File: config.mk
export PLATFORM = sky130hd
export DESIGN_NAME = aaim_monitor
export DESIGN_NICKNAME = d
export VERILOG_FILES = /design/src/design/aaim_pkg.sv /design/src/design/aaim_axis_watch.sv /design/src/design/aaim_monitor.sv
export SDC_FILE = /design/constraint.sdc
export NUM_CORES = 1
export LEC_CHECK = 0
export ABC_AREA = 0
export BUFFER_PORTS_ARGS = -buffer_cell sky130_fd_sc_hd__buf_2
export CAP_MARGIN = 20
export CORE_MARGIN = 3
export CORE_UTILIZATION = 30
export CTS_CLUSTER_DIAMETER = 80
export DETAILED_ROUTE_END_ITERATION = 16
export SLEW_MARGIN = 20
export SYNTH_ARGS = -nofsm -noshare
export SYNTH_HDL_FRONTEND = slang
export SYNTH_HIERARCHICAL = 1
export SYNTH_SLANG_ARGS = --single-unit
File: constraint.sdc
create_clock -name ref_clk -period 7.61 [get_ports ref_clk]
set_input_delay 1.1415 -clock ref_clk [delete_from_list [all_inputs] [get_ports ref_clk]]
set_output_delay 1.1415 -clock ref_clk [all_outputs]
set_load 0.02 [all_outputs]
File: src/design/aaim_pkg.sv
/*
 * Package for the antenna alarm and interlock monitor.
 * Holds alarm codes, priority order, timing constants and carrier structs.
 * Assumes one 25 MHz clock and an active-high asynchronous reset.
 */
package aaim_pkg;

   // ----------------------------------------------------------------
   // Sizes
   // ----------------------------------------------------------------
   localparam int NUM_AXES = 3;            // Azimuth, elevation, polarization
   localparam int ADC_W = 10;              // Battery converter width
   localparam int CODE_W = 5;              // Alarm code width
   localparam int TMO_W = 32;              // Jam timeout counter width

   // ----------------------------------------------------------------
   // Timing
   // ----------------------------------------------------------------
   localparam int CLK_HZ = 25000000;       // Reference clock rate
   localparam int FLASH_MS = 500;          // Half period of alarm flashing
   localparam int FLASH_CYC = (CLK_HZ / 1000) * FLASH_MS;
   localparam logic [ADC_W-1:0] BATT_LOW_RST = 10'h200; // Threshold after reset

   // ----------------------------------------------------------------
   // Alarm codes, highest priority has the lowest number
   // ----------------------------------------------------------------
   localparam logic [CODE_W-1:0] ALM_NONE = 5'h00;
   localparam logic [CODE_W-1:0] ALM_VER_MISMATCH = 5'h01;
   localparam logic [CODE_W-1:0] ALM_DATA_CORRUPT = 5'h02;
   localparam logic [CODE_W-1:0] ALM_LOW_BATT = 5'h03;
   localparam logic [CODE_W-1:0] ALM_TIME_DATE = 5'h04;
   localparam logic [CODE_W-1:0] ALM_JAM_AZ = 5'h05;
   localparam logic [CODE_W-1:0] ALM_JAM_EL = 5'h06;
   localparam logic [CODE_W-1:0] ALM_JAM_POL = 5'h07;
   localparam logic [CODE_W-1:0] ALM_RUN_AZ = 5'h08;
   localparam logic [CODE_W-1:0] ALM_RUN_EL = 5'h09;
   localparam logic [CODE_W-1:0] ALM_RUN_POL = 5'h0a;
   localparam logic [CODE_W-1:0] ALM_LIMITS_OFF = 5'h0b;
   localparam logic [CODE_W-1:0] ALM_OVERTEMP = 5'h0c;
   localparam logic [CODE_W-1:0] ALM_DRIVE_ERR = 5'h0d;
   localparam logic [CODE_W-1:0] ALM_ESTOP = 5'h0e;
   localparam logic [CODE_W-1:0] ALM_CRANKS = 5'h0f;
   localparam logic [CODE_W-1:0] ALM_EL_ILOCK = 5'h10;
   localparam logic [CODE_W-1:0] ALM_MOVE_ILOCK = 5'h11;
   localparam logic [CODE_W-1:0] ALM_PENDANT = 5'h12;
   localparam int NUM_ALM = 18;            // Codes 1 to 18

   // ----------------------------------------------------------------
   // Carrier structs
   // ----------------------------------------------------------------
   typedef struct packed {
      logic ver_mismatch;                  // Stored data version wrong
      logic data_corrupt;                  // Stored data corrupt
      logic time_bad;                      // Stored time invalid
      logic date_bad;                      // Stored date invalid
      logic limits_off;                    // Limit inhibit disabled
      logic overtemp;                      // Motor over-temperature
      logic drive_err;                     // External drive error
      logic estop;                         // Emergency stop pressed
      logic cranks_unsafe;                 // Hand cranks out of place
      logic el_ilock_unsafe;               // Elevation interlock open
      logic move_ilock_unsafe;             // Movement interlock open
      logic pendant;                       // Jog pendant connected
   } aaim_src_s;

   typedef struct packed {
      logic overtemp;                      // Over-temp sense wired
      logic drive_err;                     // Drive error feedback wired
      logic cranks;                        // Crank feedback wired
      logic el_ilock;                      // Elevation interlock wired
      logic move_ilock;                    // Movement interlock wired
   } aaim_fit_s;

   // Per-axis state for the jam watch
   typedef enum logic [2:0] {
      AX_IDLE = 3'b001,
      AX_MOVING = 3'b010,
      AX_FAULT = 3'b100
   } aaim_ax_e;

endpackage

File: src/design/aaim_axis_watch.sv
/*
 * Per-axis jam and runaway watch.
 * Assumes cmd and moved come from logic on the same clock; moved is a
 * one-cycle pulse per detected position change.
 */
`timescale 1ns/1ps
module aaim_axis_watch
(
   input wire logic ref_clk,
   input wire logic sys_rst,
   input wire logic cmd,
   input wire logic moved,
   input wire logic [aaim_pkg::TMO_W-1:0] timeout,
   input wire logic fault_reset,
   output logic jam,
   output logic runaway
);

   // ----------------------------------------------------------------
   // State
   // ----------------------------------------------------------------
   aaim_pkg::aaim_ax_e state;              // Watch state
   logic [aaim_pkg::TMO_W-1:0] wait_cnt;   // Cycles since last movement

   // Jam: commanded but no movement within the timeout; latched
   always_ff @(posedge ref_clk or posedge sys_rst)
   begin
      if (sys_rst)
      begin
         state <= aaim_pkg::AX_IDLE;
         wait_cnt <= '0;
         jam <= 1'b0;
      end
      else
      begin
         case (state)
            aaim_pkg::AX_IDLE:
            begin
               wait_cnt <= '0;
               if (cmd)
                  state <= aaim_pkg::AX_MOVING;
            end
            aaim_pkg::AX_MOVING:
            begin
               if (!cmd)
                  state <= aaim_pkg::AX_IDLE;
               else if (moved)
                  wait_cnt <= '0;            // Progress seen, restart wait
               else if (wait_cnt >= timeout)
               begin
                  jam <= 1'b1;               // [RULE8]
                  state <= aaim_pkg::AX_FAULT;
               end
               else
                  wait_cnt <= wait_cnt + 1'b1;
            end
            aaim_pkg::AX_FAULT:
            begin
               // Held until an explicit reset pulse
               if (fault_reset)
               begin
                  jam <= 1'b0;               // [RULE22]
                  state <= aaim_pkg::AX_IDLE;
               end
            end
            default:
               state <= aaim_pkg::AX_IDLE;
         endcase
      end
   end

   // Runaway: movement while nothing is commanded; a new event wins
   // over a reset in the same cycle so it is never lost
   always_ff @(posedge ref_clk or posedge sys_rst)
   begin
      if (sys_rst)
         runaway <= 1'b0;
      else if (moved && !cmd)
         runaway <= 1'b1;                    // [RULE10]
      else if (fault_reset)
         runaway <= 1'b0;                    // [RULE22]
   end

endmodule

File: src/design/aaim_monitor.sv
/*
 * Antenna alarm and interlock monitor top.
 * Scans alarm sources in fixed priority order, presents the highest
 * active code with a flashing flag, and gates axis motion commands.
 * Assumes pin-level sources arrive asynchronously and are synchronised
 * here; motion commands, move pulses and battery samples are on ref_clk.
 */
`timescale 1ns/1ps
// Contract
// [RULE1] Scan alarms in priority order, show highest
// [RULE2] Cleared alarm gives way to next lower
// [RULE3] Flash message whenever any alarm exists
// [RULE4] Alarm on stored data version mismatch
// [RULE5] Alarm on corrupt stored data
// [RULE6] Low battery alarm from 10-bit sample
// [RULE7] Alarm on invalid time or date
// [RULE8] Jam when commanded axis fails to move
// [RULE9] Jammed axis blocks motion until reset
// [RULE10] Runaway when axis moves uncommanded
// [RULE11] Runaway axis blocks motion until reset
// [RULE12] Warn when limit inhibit is disabled
// [RULE13] Fitted over-temp input raises alarm
// [RULE14] Wired drive-error input raises alarm
// [RULE15] Emergency stop alarm follows the switch
// [RULE16] Emergency stop inhibits all axis motion
// [RULE17] Fitted crank feedback unsafe raises alarm
// [RULE18] Fitted elevation interlock unsafe raises alarm
// [RULE19] Fitted movement interlock unsafe raises alarm
// [RULE20] Pendant alarm; reject remote motion requests
// [RULE21] Priority follows the listed order
// [RULE22] Per-axis timeout count, per-axis reset pulse
module aaim_monitor
(
   input wire logic ref_clk,
   input wire logic sys_rst,
   input wire aaim_pkg::aaim_src_s src_pin,
   input wire aaim_pkg::aaim_fit_s fitted,
   input wire logic [aaim_pkg::ADC_W-1:0] batt_sample,
   input wire logic batt_valid,
   input wire logic [aaim_pkg::ADC_W-1:0] batt_low_thresh,
   input wire logic [aaim_pkg::NUM_AXES-1:0] local_cmd,
   input wire logic [aaim_pkg::NUM_AXES-1:0] remote_cmd,
   input wire logic [aaim_pkg::NUM_AXES-1:0] axis_moved,
   input wire logic [aaim_pkg::TMO_W-1:0] jam_timeout_az,
   input wire logic [aaim_pkg::TMO_W-1:0] jam_timeout_el,
   input wire logic [aaim_pkg::TMO_W-1:0] jam_timeout_pol,
   input wire logic [aaim_pkg::NUM_AXES-1:0] fault_reset,
   output logic [aaim_pkg::CODE_W-1:0] alarm_code,
   output logic alarm_any,
   output logic alarm_flash_on,
   output logic [aaim_pkg::NUM_AXES-1:0] drive_cmd,
   output logic [aaim_pkg::NUM_AXES-1:0] axis_jam,
   output logic [aaim_pkg::NUM_AXES-1:0] axis_runaway,
   output logic remote_rejected
);

   // ----------------------------------------------------------------
   // Pin synchronisers
   // ----------------------------------------------------------------
   aaim_pkg::aaim_src_s src_meta;          // First stage, read only by second
   aaim_pkg::aaim_src_s src_sync;          // Safe copy of the pins

   // Two flops for every asynchronous source pin
   always_ff @(posedge ref_clk or posedge sys_rst)
   begin
      if (sys_rst)
      begin
         src_meta <= '0;
         src_sync <= '0;
      end
      else
      begin
         src_meta <= src_pin;
         src_sync <= src_meta;
      end
   end

   // ----------------------------------------------------------------
   // Battery level
   // ----------------------------------------------------------------
   logic batt_low;                         // Latest sample below threshold

   // Re-judged on every fresh sample; holds between samples
   always_ff @(posedge ref_clk or posedge sys_rst)
   begin
      if (sys_rst)
         batt_low <= 1'b0;
      else if (batt_valid)
         batt_low <= (batt_sample < batt_low_thresh); // [RULE6]
   end

   // ----------------------------------------------------------------
   // Axis watches
   // ----------------------------------------------------------------
   logic [aaim_pkg::NUM_AXES-1:0] jam_w;   // Latched jam per axis
   logic [aaim_pkg::NUM_AXES-1:0] run_w;   // Latched runaway per axis
   logic [aaim_pkg::NUM_AXES-1:0] want;    // Gated motion the drive is told
   logic [aaim_pkg::TMO_W-1:0] tmo [aaim_pkg::NUM_AXES]; // Timeout per axis

   assign tmo[0] = jam_timeout_az;
   assign tmo[1] = jam_timeout_el;
   assign tmo[2] = jam_timeout_pol;

   // Jam watch judges what the drive is actually told, not raw requests
   assign want = drive_cmd;

   genvar g;
   generate
      for (g = 0; g < aaim_pkg::NUM_AXES; g++)
      begin : g_axis
         aaim_axis_watch u_watch
         (
            .ref_clk(ref_clk),
            .sys_rst(sys_rst),
            .cmd(want[g]),
            .moved(axis_moved[g]),
            .timeout(tmo[g]),         // [RULE22]
            .fault_reset(fault_reset[g]),
            .jam(jam_w[g]),
            .runaway(run_w[g])
         );
      end
   endgenerate

   // ----------------------------------------------------------------
   // Alarm vector, bit index equals alarm code
   // ----------------------------------------------------------------
   logic [aaim_pkg::NUM_ALM:0] active;     // Bit 0 unused

   always_comb
   begin
      active = '0;
      active[aaim_pkg::ALM_VER_MISMATCH] = src_sync.ver_mismatch;      // [RULE4]
      active[aaim_pkg::ALM_DATA_CORRUPT] = src_sync.data_corrupt;      // [RULE5]
      active[aaim_pkg::ALM_LOW_BATT] = batt_low;                       // [RULE6]
      active[aaim_pkg::ALM_TIME_DATE] = src_sync.time_bad | src_sync.date_bad; // [RULE7]
      active[aaim_pkg::ALM_JAM_AZ] = jam_w[0];                         // [RULE8]
      active[aaim_pkg::ALM_JAM_EL] = jam_w[1];
      active[aaim_pkg::ALM_JAM_POL] = jam_w[2];
      active[aaim_pkg::ALM_RUN_AZ] = run_w[0];                         // [RULE10]
      active[aaim_pkg::ALM_RUN_EL] = run_w[1];
      active[aaim_pkg::ALM_RUN_POL] = run_w[2];
      active[aaim_pkg::ALM_LIMITS_OFF] = src_sync.limits_off;          // [RULE12]
      active[aaim_pkg::ALM_OVERTEMP] = src_sync.overtemp & fitted.overtemp; // [RULE13]
      active[aaim_pkg::ALM_DRIVE_ERR] = src_sync.drive_err & fitted.drive_err; // [RULE14]
      active[aaim_pkg::ALM_ESTOP] = src_sync.estop;                    // [RULE15]
      active[aaim_pkg::ALM_CRANKS] = src_sync.cranks_unsafe & fitted.cranks; // [RULE17]
      active[aaim_pkg::ALM_EL_ILOCK] = src_sync.el_ilock_unsafe & fitted.el_ilock; // [RULE18]
      active[aaim_pkg::ALM_MOVE_ILOCK] =
         src_sync.move_ilock_unsafe & fitted.move_ilock;               // [RULE19]
      active[aaim_pkg::ALM_PENDANT] = src_sync.pendant;                // [RULE20]
   end

   // ----------------------------------------------------------------
   // Sequential priority scan
   // ----------------------------------------------------------------
   // One code is sampled per cycle, highest first. A full sweep takes
   // NUM_ALM cycles; the result is committed at sweep end, so a cleared
   // alarm gives way to the next one by the second sweep end. Trades a few
   // cycles of latency for a tiny comparator.
   logic [aaim_pkg::CODE_W-1:0] scan_idx;  // Code being sampled
   logic [aaim_pkg::CODE_W-1:0] best;      // Highest found this sweep

   always_ff @(posedge ref_clk or posedge sys_rst)
   begin
      if (sys_rst)
      begin
         scan_idx <= aaim_pkg::ALM_VER_MISMATCH;
         best <= aaim_pkg::ALM_NONE;
         alarm_code <= aaim_pkg::ALM_NONE;
         alarm_any <= 1'b0;
      end
      else
      begin
         if (scan_idx == aaim_pkg::ALM_PENDANT)
         begin
            // Sweep end: publish, including the last code sampled now
            if (best == aaim_pkg::ALM_NONE && active[scan_idx])
            begin
               alarm_code <= scan_idx;
               alarm_any <= 1'b1;
            end
            else
            begin
               alarm_code <= best;                       // [RULE2]
               alarm_any <= (best != aaim_pkg::ALM_NONE);
            end
            best <= aaim_pkg::ALM_NONE;
            scan_idx <= aaim_pkg::ALM_VER_MISMATCH;
         end
         else
         begin
            // First hit in a sweep is the highest priority one
            if (best == aaim_pkg::ALM_NONE && active[scan_idx])
               best <= scan_idx;                         // [RULE1] [RULE21]
            scan_idx <= scan_idx + 1'b1;
         end
      end
   end

   // ----------------------------------------------------------------
   // Flash timing for the bottom display line
   // ----------------------------------------------------------------
   logic [31:0] flash_cnt;                 // Half period counter

   always_ff @(posedge ref_clk or posedge sys_rst)
   begin
      if (sys_rst)
      begin
         flash_cnt <= '0;
         alarm_flash_on <= 1'b0;
      end
      else if (!alarm_any)
      begin
         flash_cnt <= '0;
         alarm_flash_on <= 1'b0;
      end
      else if (flash_cnt == 32'(aaim_pkg::FLASH_CYC - 1))
      begin
         flash_cnt <= '0;
         alarm_flash_on <= ~alarm_flash_on;              // [RULE3]
      end
      else
         flash_cnt <= flash_cnt + 32'h1;
   end

   // ----------------------------------------------------------------
   // Motion gating
   // ----------------------------------------------------------------
   // Registered gate; the watches see the same gated command, so a
   // blocked axis never counts toward a jam.
   logic [aaim_pkg::NUM_AXES-1:0] next_drive; // Allowed motion
   logic pend_now;                          // Pendant connected now

   always_comb
   begin
      pend_now = src_sync.pendant;
      next_drive = local_cmd | (pend_now ? '0 : remote_cmd); // [RULE20]
      next_drive = next_drive & ~jam_w;                    // [RULE9]
      next_drive = next_drive & ~run_w;                    // [RULE11]
      if (src_sync.estop)
         next_drive = '0;                                   // [RULE16]
   end

   always_ff @(posedge ref_clk or posedge sys_rst)
   begin
      if (sys_rst)
      begin
         drive_cmd <= '0;
         axis_jam <= '0;
         axis_runaway <= '0;
         remote_rejected <= 1'b0;
      end
      else
      begin
         drive_cmd <= next_drive;
         axis_jam <= jam_w;
         axis_runaway <= run_w;
         remote_rejected <= pend_now & (|remote_cmd);        // [RULE20]
      end
   end

endmodule

==> impl_metrics.json <==
{
  "status": "completed",
  "synth.most_common_cell": "dfrtp_1",
  "cts_max_level": 4,
  "synth_nets": 1695,
  "drt-wirelength-per-cell_um": 16.1,
  "fin_crit_sh_pct": 49.7,
  "firstDrtPassIters": 5,
  "synthTopCellsByCount": "dfrtp_1, inv_1, nor2_1",
  "netlist_instances": 1436,
  "synth-main-ff-cell": "dfrtp_1",
  "drt_iter0_drc": 696,
  "gr-total-overflow": 0,
  "ctsRootBufferMaster": "clkbuf_16",
  "whs_path_depth": 0,
  "rows": 74,
  "antenna_found_initial": 4,
  "vdd_drop_max_mv": 0.109,
  "stdcell_count": 2125,
  "yosysWarnings": 6,
  "dp.cells": 2093,
  "setup_violations": 0,
  "synth_seq_cells": 195,
  "synth_top_area_share_pct": 37.6,
  "gp_congestion": 0.808,
  "grt_use_total_pct": 15.4,
  "viasPerCell": 5.31,
  "post_cts_buffers": 0,
  "grt_pass1_wl_um": 55900,
  "ys_seq_area_share_pct": 38.5,
  "power_leakage_nw": 7.08,
  "pre_cts_slack_ns": 3.42,
  "drive_above_1_share_pct": 16.1,
  "clk_path_buf_depth": 2,
  "netlist_area_mm2": 0.0127,
  "nFillCells": 4246,
  "drt_wl_total_um": 34200,
  "fp.dieH_um": 212,
  "hold_class": "flip-flop to flip-flop",
  "numCtsBuffers": 17,
  "synth_cell_types": 86,
  "criticalPathCategory": "input pin to flip-flop",
  "avgSynthCellArea_um2": 8.84,
  "synth_edf_count": 0,
  "design.portCount": 165,
  "fp.dieW_um": 212,
  "nNetsFinal": 1839,
  "fmax_ghz": 0.265,
  "synth_area_leaders": "dfrtp_1, ha_1, inv_1",
  "diodes": 0,
  "final_hold_viol_count": 0,
  "start_util_pct": 30.8,
  "clkSinkCount": 195,
  "cp_max_fo": 24,
  "cp-start-kind": "input pin",
  "slew_viol_final": 0,
  "maxSlewHeadroom_pct": 26.1,
  "post-dp-hpwl_um": 25600,
  "maxCapViolations": 0,
  "vias": 11300,
  "placed_cell_area_mm2": 0.0140,
  "total_power_mw": 2.39,
  "arrival_ns": 4.05,
  "drc_errors": 0,
  "cts_resized": 0,
  "finalSetupTns_ns": 0,
  "grt_max_degree": 78,
  "critPathRequiredTime_ns": 7.88,
  "synth_top_cell_by_area": "dfrtp_1",
  "async_flop_share_pct": 100,
  "rr_worst_depth": 7,
  "tritoncts": "yes",
  "area_growth_syn_to_layout_pct": 15.2,
  "postCtsHoldBufs": 0,
  "grt_pass1_vias": 11000,
  "min_period_ns": 3.78,
  "clk_pin_slew_worst_paths_ns": 0.08,
  "skew_ns": 0.0115,
  "port_buffers": 164,
  "ant_nets": 0,
  "rsz0062_at_grt": "false",
  "setup_slack_ns": 3.83,
  "core-area_mm2": 0.0413,
  "worst_slew_pin_slew_ns": 1.11,
  "die_area_mm2": 0.0448,
  "worstSkewPairLatency_ns": 0.45,
  "postLayoutCellArea_mm2": 0.0146,
  "cp-end-kind": "flip-flop",
  "power_density_mw_per_mm2": 164
}
==> per-stage QoR <==
step	util [%]	hold slack [ns]
floorplan	-	0.331
global placement	34.0	0.333
detailed placement	34.0	0.335
CTS	35.4	0.352
global route	35.4	0.361
finish	35.4	0.349
==> cell usage in the layout, fill, tap and decap left out, drive strengths merged, types with 5 or more instances in the layout <==
cell / count
inv: 148
nor4: 31
o21ai: 46
clkbuf: 19
a221oi: 5
ha: 111
xnor2: 10
or3: 13
o211ai: 17
xor2: 19
buf: 173
a211oi: 5
and2: 16
o21a: 7
a21oi: 52
nor3: 31
a221o: 40
nand2b: 33
a31oi: 85
nand3: 67
nor2: 134
or2: 6
nand2: 117
a21boi: 5
nand4: 57
and4: 15
dfrtp: 191
and3: 58
clkinv: 7
==> state kept, by name, summed over array words and instances, names as in the netlist <==
register	cells
g_axis.u_watch/wait_cnt	96
flash_cnt	32
src_meta	12
g_axis.u_watch/state	9
src_sync	7
alarm_code	5
best	5
scan_idx	5
active	4
axis_jam	3
axis_runaway	3
drive_cmd	3
g_axis.u_watch/jam	3
g_axis.u_watch/runaway	3
alarm_any	1
alarm_flash_on	1
batt_low	1
pend_now	1
remote_rejected	1
==> layout make-up <==
| type | instances | area [µm²] | area share [%] |
|---|---|---|---|
| multi-input cells | 1050 | 7070 | 48.3 |
| flip-flops and latches | 195 | 4880 | 33.4 |
| repair buffers | 173 | 888 | 6.07 |
| well taps | 532 | 666 | 4.55 |
| inverters | 143 | 538 | 3.68 |
| clock buffers | 19 | 443 | 3.03 |
| clock inverters | 13 | 143 | 0.975 |
==> critical path, cell delays in order <==
cell and delay (ns):
buf_2 0.08, inv_1 0.04, ha_1 0.32, a21oi_1 0.14, o21ai_0 0.12, a221oi_1 0.71, a21boi_0 0.35, o21ai_2 0.96
a31oi_1 0.20
==> logic make-up (layout without fill, tap and decap cells) <==
family / Yosys count / after routing / share of synthesized area, %
AOI/OAI and AO/OA: 306 / 306 / 16.9
DFF: 195 / 195 / 38.5
xor gates and xnor gates: 29 / 29 / 2.00
buffers and inverters: 191 / 348 / 6.09
and+or+nand+nor: 599 / 599 / 25.1
adders and majority gates: 111 / 111 / 10.9
muxes: 5 / 5 / 0.522
==> per-layer routing <==
| layer | part of all wire, % | global-route usage, % |
|---|---|---|
| met1 | 47 | 20.7 |
| met3 | 4.9 | 3.39 |
| met5 | 0.15 | 0 |
| met2 | 47 | 24.9 |
| met4 | 1.7 | 4.53 |
==> path summary, 6_finish.rpt <==
check | to | start | slack (ns)
max | g_axis[0].u_watch/wait_cnt[21] | jam_timeout_az[11] | 3.83
min | src_sync[9] | src_meta[9] | 0.35
max reg2reg | g_axis[0].u_watch/wait_cnt[21] | g_axis[0].u_watch/wait_cnt[11] | 4.16
min reg2reg | src_sync[9] | src_meta[9] | 0.35
max in group asynchronous | active[1] | sys_rst | 5.84
min in group asynchronous | drive_cmd[1] | sys_rst | 0.59
==> power breakdown <==
part | internal [mW] | switching [mW] | total (mW) | leakage [nW]
clock network | 0.447 | 0.458 | 0.905 | 0.283
registers | 1.08 | 0.0522 | 1.14 | 2.59
logic | 0.126 | 0.227 | 0.352 | 4.20
total | 1.66 | 0.737 | 2.39 | 7.08
Power figures use the tool's default switching activity.
